<file path="src/core/fhm_pkg.sv">
package fhm_pkg;
  localparam int FHM_DEPTH = 10;
  localparam int FHM_SEL_W = 4;
  localparam int FHM_DIN_N = 5;
  localparam int FHM_DOUT_N = 3;
  // Snapshot word: code16, stamp32, speed16, iu16, iv16, vbus16, di5, do3
  localparam int FHM_SNAP_W = 16 + 32 + 16 + 16 + 16 + 16 + FHM_DIN_N + FHM_DOUT_N;
  localparam int FHM_POS_CODE = 0;
  localparam int FHM_POS_STAMP = 16;
  localparam int FHM_POS_SPEED = 48;
  localparam int FHM_POS_IU = 64;
  localparam int FHM_POS_IV = 80;
  localparam int FHM_POS_VBUS = 96;
  localparam int FHM_POS_DI = 112;
  localparam int FHM_POS_DO = 117;
  // Register byte offsets
  localparam logic [7:0] FHM_OFS_POWER_ON_TIME = 8'h00;
  localparam logic [7:0] FHM_OFS_PHASE_CURRENT_RMS = 8'h04;
  localparam logic [7:0] FHM_OFS_DC_LINK_VOLTAGE = 8'h08;
  localparam logic [7:0] FHM_OFS_POWER_STAGE_TEMP = 8'h0c;
  localparam logic [7:0] FHM_OFS_HISTORY_SELECT = 8'h10;
  localparam logic [7:0] FHM_OFS_HISTORY_FAULT_CODE = 8'h14;
  localparam logic [7:0] FHM_OFS_HISTORY_TIME_STAMP = 8'h18;
  localparam logic [7:0] FHM_OFS_HISTORY_SPEED = 8'h1c;
  localparam logic [7:0] FHM_OFS_HISTORY_CURRENT_U = 8'h20;
  localparam logic [7:0] FHM_OFS_HISTORY_CURRENT_V = 8'h24;
  localparam logic [7:0] FHM_OFS_HISTORY_LINK_VOLTAGE = 8'h28;
  localparam logic [7:0] FHM_OFS_HISTORY_INPUT_LEVELS = 8'h2c;
  localparam logic [7:0] FHM_OFS_HISTORY_OUTPUT_LEVELS = 8'h30;
  localparam logic [7:0] FHM_OFS_POSITION_ERROR_COUNT = 8'h34;
  localparam logic [15:0] FHM_SELECT_RST = 16'h0000;
  localparam logic [15:0] FHM_SELECT_MAX = 16'h0009;
  // One power-on time unit is 0.1 s
  localparam int FHM_TICK_NS = 100_000_000;
  localparam int FHM_CLK_NS = 40;
  localparam int FHM_TICK_CYCLES = FHM_TICK_NS / FHM_CLK_NS;
endpackage : fhm_pkg

</file>
<file path="src/core/fhm_monitor.sv">
module fhm_monitor #(
  parameter int TICK_CYCLES = fhm_pkg::FHM_TICK_CYCLES
) (
  // Clock and reset
  input wire logic core_clk_in,
  input wire logic sys_rst_in,
  // APB slave
  input wire logic psel_in,
  input wire logic penable_in,
  input wire logic pwrite_in,
  input wire logic [7:0] paddr_in,
  input wire logic [31:0] pwdata_in,
  output logic [31:0] prdata_out,
  output logic pready_out,
  output logic pslverr_out,
  // Live drive measurements
  input wire logic [15:0] phase_current_in,
  input wire logic [15:0] link_voltage_in,
  input wire logic [15:0] stage_temp_in,
  input wire logic [15:0] motor_speed_in,
  input wire logic [15:0] current_u_in,
  input wire logic [15:0] current_v_in,
  input wire logic [fhm_pkg::FHM_DIN_N-1:0] digital_input_line_in,
  input wire logic [fhm_pkg::FHM_DOUT_N-1:0] digital_output_line_in,
  // Position increments
  input wire logic signed [15:0] ref_delta_in,
  input wire logic signed [15:0] fb_delta_in,
  // Fault event
  input wire logic fault_in,
  input wire logic [15:0] fault_code_in
);
  import fhm_pkg::*;

  logic [15:0] select_ff;
  logic [31:0] power_on_time;
  logic [31:0] position_error;
  logic [FHM_SNAP_W-1:0] snap;
  logic [FHM_SNAP_W-1:0] sel_data;
  logic [31:0] nxt_rdata;
  logic mapped;
  logic wr_en;
  logic rd_en;

  fhm_counters #(
    .TICK_CYCLES(TICK_CYCLES)
  ) u_counters (
    .core_clk_in(core_clk_in),
    .sys_rst_in(sys_rst_in),
    .ref_delta_in(ref_delta_in),
    .fb_delta_in(fb_delta_in),
    .power_on_time_out(power_on_time),
    .position_error_out(position_error)
  );

  // Every field lands in one word so one push captures a coherent snapshot
  assign snap = {digital_output_line_in, digital_input_line_in, link_voltage_in,
                 current_v_in, current_u_in, motor_speed_in, power_on_time,
                 fault_code_in};

  fhm_history_mem #(
    .WIDTH(FHM_SNAP_W),
    .DEPTH(FHM_DEPTH),
    .SEL_W(FHM_SEL_W)
  ) u_mem (
    .core_clk_in(core_clk_in),
    .sys_rst_in(sys_rst_in),
    .push_in(fault_in),
    .push_data_in(snap),
    .rd_sel_in(select_ff[FHM_SEL_W-1:0]),
    .rd_data_out(sel_data)
  );

  // Single access phase: zero wait states
  assign pready_out = 1'b1;
  assign wr_en = psel_in && penable_in && pwrite_in;
  assign rd_en = psel_in && !penable_in && !pwrite_in;

  always_comb begin
    mapped = 1'b1;
    nxt_rdata = 32'h0000_0000;
    unique case (paddr_in)
      FHM_OFS_POWER_ON_TIME: nxt_rdata = power_on_time;
      FHM_OFS_PHASE_CURRENT_RMS: nxt_rdata = {16'h0000, phase_current_in};
      FHM_OFS_DC_LINK_VOLTAGE: nxt_rdata = {16'h0000, link_voltage_in};
      FHM_OFS_POWER_STAGE_TEMP: nxt_rdata = {16'h0000, stage_temp_in};
      FHM_OFS_HISTORY_SELECT: nxt_rdata = {16'h0000, select_ff};
      FHM_OFS_HISTORY_FAULT_CODE: begin
        nxt_rdata = {16'h0000, sel_data[FHM_POS_CODE +: 16]};
      end
      FHM_OFS_HISTORY_TIME_STAMP: nxt_rdata = sel_data[FHM_POS_STAMP +: 32];
      FHM_OFS_HISTORY_SPEED: begin
        nxt_rdata = {16'h0000, sel_data[FHM_POS_SPEED +: 16]};
      end
      FHM_OFS_HISTORY_CURRENT_U: begin
        nxt_rdata = {16'h0000, sel_data[FHM_POS_IU +: 16]};
      end
      FHM_OFS_HISTORY_CURRENT_V: begin
        nxt_rdata = {16'h0000, sel_data[FHM_POS_IV +: 16]};
      end
      FHM_OFS_HISTORY_LINK_VOLTAGE: begin
        nxt_rdata = {16'h0000, sel_data[FHM_POS_VBUS +: 16]};
      end
      FHM_OFS_HISTORY_INPUT_LEVELS: begin
        nxt_rdata = {27'h0, sel_data[FHM_POS_DI +: FHM_DIN_N]};
      end
      FHM_OFS_HISTORY_OUTPUT_LEVELS: begin
        nxt_rdata = {29'h0, sel_data[FHM_POS_DO +: FHM_DOUT_N]};
      end
      FHM_OFS_POSITION_ERROR_COUNT: nxt_rdata = position_error;
      default: mapped = 1'b0;
    endcase
  end

  // Out of range selections are refused so the view stays on a real entry
  always_ff @(posedge core_clk_in or posedge sys_rst_in) begin
    if (sys_rst_in) begin
      select_ff <= FHM_SELECT_RST;
    end else if (wr_en && paddr_in == FHM_OFS_HISTORY_SELECT
                 && pwdata_in[15:0] <= FHM_SELECT_MAX && pwdata_in[31:16] == 16'h0000) begin
      select_ff <= pwdata_in[15:0];
    end
  end

  // Data latched in setup so it is a flop output during the access phase
  always_ff @(posedge core_clk_in or posedge sys_rst_in) begin
    if (sys_rst_in) begin
      prdata_out <= '0;
    end else if (rd_en) begin
      prdata_out <= nxt_rdata;
    end
  end

  always_comb begin
    pslverr_out = psel_in && penable_in && !mapped;
  end
endmodule : fhm_monitor

</file>
<file path="src/core/fhm_history_mem.sv">
module fhm_history_mem #(
  parameter int WIDTH = fhm_pkg::FHM_SNAP_W,
  parameter int DEPTH = fhm_pkg::FHM_DEPTH,
  parameter int SEL_W = fhm_pkg::FHM_SEL_W
) (
  // Clock and reset
  input wire logic core_clk_in,
  input wire logic sys_rst_in,
  // Capture side
  input wire logic push_in,
  input wire logic [WIDTH-1:0] push_data_in,
  // Read side
  input wire logic [SEL_W-1:0] rd_sel_in,
  output logic [WIDTH-1:0] rd_data_out
);
  import fhm_pkg::*;

  logic [WIDTH-1:0] entry_ff [DEPTH];
  logic [DEPTH-1:0] valid_ff;

  // Empty entries hold zeros, so an unused slot reads back as zero
  genvar gi;
  generate
    for (gi = 0; gi < DEPTH; gi++) begin : g_entry
      always_ff @(posedge core_clk_in or posedge sys_rst_in) begin
        if (sys_rst_in) begin
          entry_ff[gi] <= '0;
          valid_ff[gi] <= 1'b0;
        end else if (push_in) begin
          if (gi == 0) begin
            entry_ff[gi] <= push_data_in;
            valid_ff[gi] <= 1'b1;
          end else begin
            entry_ff[gi] <= entry_ff[gi-1];
            valid_ff[gi] <= valid_ff[gi-1];
          end
        end
      end
    end
  endgenerate

  always_ff @(posedge core_clk_in or posedge sys_rst_in) begin
    if (sys_rst_in) begin
      rd_data_out <= '0;
    end else if (32'(rd_sel_in) < DEPTH && valid_ff[rd_sel_in]) begin
      rd_data_out <= entry_ff[rd_sel_in];
    end else begin
      rd_data_out <= '0;
    end
  end
endmodule : fhm_history_mem

</file>
<file path="src/core/fhm_counters.sv">
module fhm_counters #(
  parameter int TICK_CYCLES = fhm_pkg::FHM_TICK_CYCLES
) (
  // Clock and reset
  input wire logic core_clk_in,
  input wire logic sys_rst_in,
  // Position increments, reference units, signed
  input wire logic signed [15:0] ref_delta_in,
  input wire logic signed [15:0] fb_delta_in,
  // Counters
  output logic [31:0] power_on_time_out,
  output logic [31:0] position_error_out
);
  import fhm_pkg::*;

  logic [31:0] tick_ff;

  always_ff @(posedge core_clk_in or posedge sys_rst_in) begin
    if (sys_rst_in) begin
      tick_ff <= '0;
      power_on_time_out <= '0;
    end else if (tick_ff == 32'(TICK_CYCLES - 1)) begin
      tick_ff <= '0;
      power_on_time_out <= power_on_time_out + 32'h0000_0001;
    end else begin
      tick_ff <= tick_ff + 32'h0000_0001;
    end
  end

  // Wraps modulo 2^32 like the software view of the count
  always_ff @(posedge core_clk_in or posedge sys_rst_in) begin
    if (sys_rst_in) begin
      position_error_out <= '0;
    end else begin
      position_error_out <= position_error_out + 32'(ref_delta_in) - 32'(fb_delta_in);
    end
  end
endmodule : fhm_counters

</file>
<file path="config.mk">
export PLATFORM = sky130hd
export DESIGN_NAME = fhm_monitor
export DESIGN_NICKNAME = d
export VERILOG_FILES = /design/src/core/fhm_pkg.sv /design/src/core/fhm_monitor.sv /design/src/core/fhm_history_mem.sv /design/src/core/fhm_counters.sv
export SDC_FILE = /design/constraint.sdc
export NUM_CORES = 2
export LEC_CHECK = 0
export ABC_CLOCK_PERIOD_IN_PS = 100000
export BUFFER_PORTS_ARGS = -buffer_cell sky130_fd_sc_hd__buf_4
export CAP_MARGIN = 20
export CORE_ASPECT_RATIO = 2
export CORE_MARGIN = 5
export CORE_UTILIZATION = 50
export DETAILED_ROUTE_END_ITERATION = 10
export PLACE_DENSITY = 0.66
export REMOVE_ABC_BUFFERS = 1
export SLEW_MARGIN = 20
export SYNTH_ARGS = -nofsm -noshare
export SYNTH_HDL_FRONTEND = slang
export SYNTH_SLANG_ARGS = --single-unit
</file>
<file path="constraint.sdc">
create_clock -name core_clk_in -period 100 [get_ports core_clk_in]
set_input_delay 10 -clock core_clk_in [delete_from_list [all_inputs] [get_ports core_clk_in]]
set_output_delay 10 -clock core_clk_in [all_outputs]
set_load 0.05 [all_outputs]
</file>
* Word level (Yosys, flattened, before mapping)
Index checks and enable logic that the tools add are counted.
** Storage, ports and cells
- Register bits after elaboration :: 1474
- Input bits :: 198
- Bits in writable memories :: 0
- Bits in latches :: 0
- Memories :: 0
- Bits in read-only memories :: 0
** Operators by class
- $add $sub $neg :: 4
- Multiplexer cells :: 9
- Shifts and indexed selects :: 0
- Multiply operators :: 0
- Order comparisons :: 4
- Reduce and logical (&&, ||, !) cells :: 15
- Bitwise logic cells :: 1
- Equality and inequality tests :: 14
- Div/mod/pow operators :: 0
** Operators with widths (number)
- $bmux 120 s4 :: 1
- $pmux 32 s14 :: 1
- $mux 120 :: 3
- $add 32x1->32 const B :: 2
- $eq 8x6->1 const B :: 6
- $add 32x32->32 :: 1
- $eq 32x22->1 const B :: 1
- $eq 8x5->1 const B :: 4
- $mux 32 :: 1
- $sub 32x32->32 :: 1
- $eq 8x4->1 const B :: 2
- $le 16x4->1 const B :: 1
- $logic_not 16->1 :: 1
- $reduce_or 14->1 :: 1
- $logic_and 1x1->1 :: 9
- $eq 8x3->1 const B :: 1
- $logic_not 8->1 :: 1
- $ge 5x5->1 const B :: 1
- $lt 4x5->1 const B :: 1
- $not 4->5 :: 1
- $bmux 1 s4 :: 1
- $lt 4x4->1 const B :: 1
- $logic_not 1->1 :: 3
- $mux 1 :: 2

* Longest topological paths before layout
- Word-level depth :: 5
- Gate-level depth with buffers :: 13
- Depth with buffers taken out :: 13

* By module
From an unflattened synthesis, not the netlist that was laid out.
** Second synthesis, totals
- Cells, all modules :: 4662
- Area total of the unflattened synthesis :: 67304.6 um^2
** By module, submodules not included
- fhm_history_mem :: instances 1, area an instance 56932.1 um^2, cells each 3529, seq. area each 33281.9 um^2
- fhm_counters :: instances 1, area an instance 6535.0 um^2, cells each 699, seq. area each 2402.3 um^2
- fhm_monitor :: instances 1, area an instance 3837.4 um^2, cells each 434, seq. area each 1201.2 um^2

* Worst setup path after synthesis
OpenSTA, ideal clock, no wires.
- Kind :: in2out
- Start point :: input port paddr_in[3]
- End point :: output port pslverr_out
- Cell stages on the path :: 5
- Arrival :: 11266 ps
- Slack :: 78734 ps
- Path through :: clkbuf_1 -> clkbuf_1 -> nand3_1 -> nand3_1 -> and3_1
** Between the ends
- Cells in the longest elaborated chain, start to end :: 5
- Elaborated cells between the ends (all ways) :: 18
- Those cells by class :: 13 x eq/ne; 1 x mux; 4 x reduce/logical
** Ends and longest elaborated chain
- start, declared :: RTL line fhm_monitor.sv:11 : input wire logic [7:0] paddr_in,
- $eq 8x5->1 (tied with other cells) :: RTL line fhm_monitor.sv:81 : unique case (paddr_in)
- $reduce_or 14->1 (no source line) (*)
- $mux 1 (*) :: RTL line fhm_monitor.sv:81
- $logic_not 1->1 (*) :: RTL line fhm_monitor.sv:134 : pslverr_out = psel_in && penable_in && !mapped;
- $logic_and 1x1->1 (*) :: RTL line fhm_monitor.sv:134
- end, declared :: RTL line fhm_monitor.sv:15 : output logic pslverr_out,
Every way passes the cells marked *; elsewhere a longest branch is shown, timed or not.

* Worst setup path in the final report
- Start point :: input port paddr_in[1]
- End point :: output port pslverr_out
Same word-level chain as after synthesis.

==> qor.txt <==
RUN STATUS
----------------------------------------------------------------------------------
Status                                                                   completed

STA
----------------------------------------------------------------------------------
Setup-failing EPs final                                                          0
Minimum clock period after layout                                         21830 ps
Relative max-transition margin                                               0.211
Final period util                                                            0.218
Final Hold Vio Count                                                             0
Sum of negative setup slack                                                   0 ps
Tightest Pin Transition                                                    1180 ps
Total count of max-transition violations in the final report                     0
Unrepaired setup endpoints after global routing                                 no
Max Clock Freq                                                            45.8 MHz
Hold WS                                                                     478 ps
Layout Skew                                                                20.4 ps

LAYOUT
----------------------------------------------------------------------------------
# nets final                                                                  5026
Commonest non-fill, non-tap cells in the layout                       sky130_fd_sc_hd__dfrtp_1 (1470), sky130_fd_sc_hd__mux2_2 (1216), sky130_fd_sc_hd__buf_4 (283)
Final design area excluding fillers                                    75200 sq um
Share of post-route cells with drive strength above 1                        0.410
Fill cells                                                                   10900
Most common library cell in the layout ignoring fill and taps         sky130_fd_sc_hd__dfrtp_1
Share of the core filled with cells in the final layout                      0.562
Signed area change from the synthesized netlist to the final layout          12.0%
Non-Filler Instances                                                          6599

GRT
----------------------------------------------------------------------------------
Global-route usage over all layers                                           0.218
Initial antenna violation count                                                  3
Met1 global-route usage                                                      0.276
GRT met2 Usage                                                               0.377
First-pass GRT wire length                                            246000 microns
GR Overflow Total                                                                0
Met3 Usage GRT                                                              0.0402
Via count of the first global-routing pass                                   42100
Maximum number of pins on one net before global-route repair                   197
Highest-utilization routing layer at the global route stage                   met2

WORST HOLD PATH
----------------------------------------------------------------------------------
Startpoint of the tightest hold check path                            prdata_out[18]$_DFFE_PP0P_
Class of the worst hold path                                          register to register
Min-Delay Path Depth                                                             2

SYNTHESIS
----------------------------------------------------------------------------------
EDFF count, synth                                                                0
Yosys warning count                                                              0
Syn avg cell area                                                       14.5 sq um
Fraction of synthesis flops using an asynchronous set or reset pin            1.00
Mapped Cells                                                                  4628
Most used flip-flop cell after synthesis                              sky130_fd_sc_hd__dfrtp_1
Synthesized area                                                       67200 sq um
Count of state elements after synthesis                                       1474
Portion of the post-synthesis area used by sequential elements               0.549
Netlist cell types                                                              63

SETUP PATH
----------------------------------------------------------------------------------
Endpoint type of the worst setup path                                 primary output
Sort of element at the start of the critical path                        input pin
CP startpoint                                                          paddr_in[1]
Worst Path Max Fanout                                                           12
Required time of the critical path                                        90000 ps
Kind of critical path                                                 input pin to primary output
Launch instance of the worst register-to-register path                select_ff[1]$_DFFE_PP0P_
Path depth of the worst reg2reg path                                             7
Critical path arrival                                                     11830 ps

ROUTE
----------------------------------------------------------------------------------
WL per Instance                                                       23.5 microns
Per-cell via count in the routed design                                       5.93
Routed vias                                                                  39200
Iter 0 DRT Violations                                                         2992
Total iterations of the first detailed-routing run                               5
Sum of routed wire length over all layers                             155000 microns
Number of remaining DRC errors                                                   0
Antenna-violating nets left                                                      0

PLACEMENT
----------------------------------------------------------------------------------
RD Place Congestion                                                          0.990
Total instance count after detailed placement                                 6350
Number of buffers inserted by port buffering                                   230
Half-perimeter wire length after detailed placement                   100000 microns
Cell area reported after detailed placement                            70600 sq um

CLOCKING
----------------------------------------------------------------------------------
CTS resizes                                                                      0
Number of clock sinks                                                         1474
Number of H-tree levels                                                          4
CTS tree                                                                     built
CTS clk-pin slew, worst paths                                                60 ps
Number of post-CTS setup repair buffers                                          0
Skew-Pair Late Insertion Delay                                              750 ps
Hold-fix buffers at CTS                                                          0
CTS max path bufs                                                                3
Clock root buffer                                                     sky130_fd_sc_hd__clkbuf_16
Inserted Clock Buffers                                                         135

RUN
----------------------------------------------------------------------------------
Max-cap viol count                                                               0

POWER
----------------------------------------------------------------------------------
Sequential Power Share                                                       0.483
LEAKAGE                                                                    32.1 nW
NetSw                                                                     0.463 mW
Internal                                                                   1.20 mW
Cell Pwr Density                                                      22.1 nW/um^2
Relative contribution of the clock network to total power                    0.320
Switching power as a share of total power                                    0.278
Combinational group share of total power                                     0.197
Max VDD drop                                                               12.5 uV

FLOORPLANNING
----------------------------------------------------------------------------------
Floorplan Core Area                                                   134000 sq um
Horizontal die dimension                                               269 microns
Die area                                                              142000 sq um
Cell Rows                                                                      190
Floorplan die height                                                   528 microns
I/O pins                                                                       232
Initial core utilization                                                     0.502

==> flip-flops by register name, summed over array words and instances (netlist names) <==
signal                         cells
u_counters.position_error_out     32
u_mem.valid_ff                    10
select_ff                         16
u_mem.entry_ff                  1200
u_mem.rd_data_out                120
u_counters.power_on_time_out      32
u_counters.tick_ff                32
prdata_out                        32
==> cell families after synthesis <==
kind of cell / Yosys count / synth area share
compound gates: 388 / 0.0375
xor+xnor: 89 / 0.0116
fa+ha+maj: 66 / 0.0158
buf+inv: 419 / 0.0236
flops: 1474 / 0.549
mux: 1723 / 0.325
other cells: 1 / 0.0000558
simple gates: 468 / 0.0369
==> synth_stat cells, drive strengths merged, types with 60 or more instances <==
| cell | n | area (sq um) |
|---|---|---|
| a21oi | 64 | 320 |
| nor2 | 69 | 262 |
| and2 | 129 | 808 |
| clkbuf | 234 | 878 |
| mux4 | 246 | 5540 |
| o22ai | 134 | 838 |
| xnor2 | 61 | 534 |
| dfrtp | 1474 | 36900 |
| buf | 66 | 259 |
| mux2i | 261 | 2610 |
| nand2 | 110 | 413 |
| o21ai | 60 | 300 |
| mux2 | 1216 | 13700 |
| inv | 119 | 447 |
==> area by class of cell <==
cell class,instances,area (sq um),share of cell area
Sequential cell,1474,36900,0.490
Multi-Input combinational cell,2735,28700,0.382
Clock buffer,208,4170,0.0554
Timing Repair Buffer,297,2410,0.0320
Tap cell,1728,2160,0.0287
Inverter,119,454,0.00604
Clock inverter,36,420,0.00559
Antenna cell,2,5.00,0.0000665
==> worst max-delay path, stage by stage <==
cell	delay (ps)
sky130_fd_sc_hd__buf_4	140
sky130_fd_sc_hd__nor2_1	610
sky130_fd_sc_hd__nand3_1	520
sky130_fd_sc_hd__and3_1	370
sky130_fd_sc_hd__buf_4	190
==> stage by stage <==
stage | setup WS [ps] | total power [mW]
floorplan | 48420 | 1.04
global placement | 78340 | 1.13
detailed placement | 78290 | 1.14
CTS | 78290 | 1.68
global route | 78160 | 1.75
finish | 78170 | 1.67
==> final timing paths <==
path                                                          to  slack, ps
max in group asynchronous               select_ff[1]$_DFFE_PP0P_      85950
min in group asynchronous       u_mem.entry_ff[1094]$_DFFE_PP0P_       9200
worst max register to register   u_mem.rd_data_out[10]$_DFF_PP0_      95610
worst min-delay path                  prdata_out[18]$_DFFE_PP0P_        480
worst min register to register        prdata_out[18]$_DFFE_PP0P_        480
worst max-delay path                                 pslverr_out      78170
==> layer usage <==
metal / wire length, microns / part of all wire
met5: 13 / 0.000084
met4: 6300 / 0.041
met3: 7590 / 0.049
met2: 79100 / 0.51
met1: 62000 / 0.40
==> power groups by stage <==
| stage | sequential (mW) | clock, mW | combinational [mW] |
|---|---|---|---|
| after floorplan | 0.789 | 0 | 0.248 |
| after global placement | 0.809 | 0 | 0.318 |
| after detailed placement | 0.817 | 0 | 0.327 |
| after CTS | 0.805 | 0.548 | 0.329 |
| after global routing | 0.821 | 0.569 | 0.361 |
| final | 0.805 | 0.534 | 0.328 |
(Power assumes the default switching activity.)
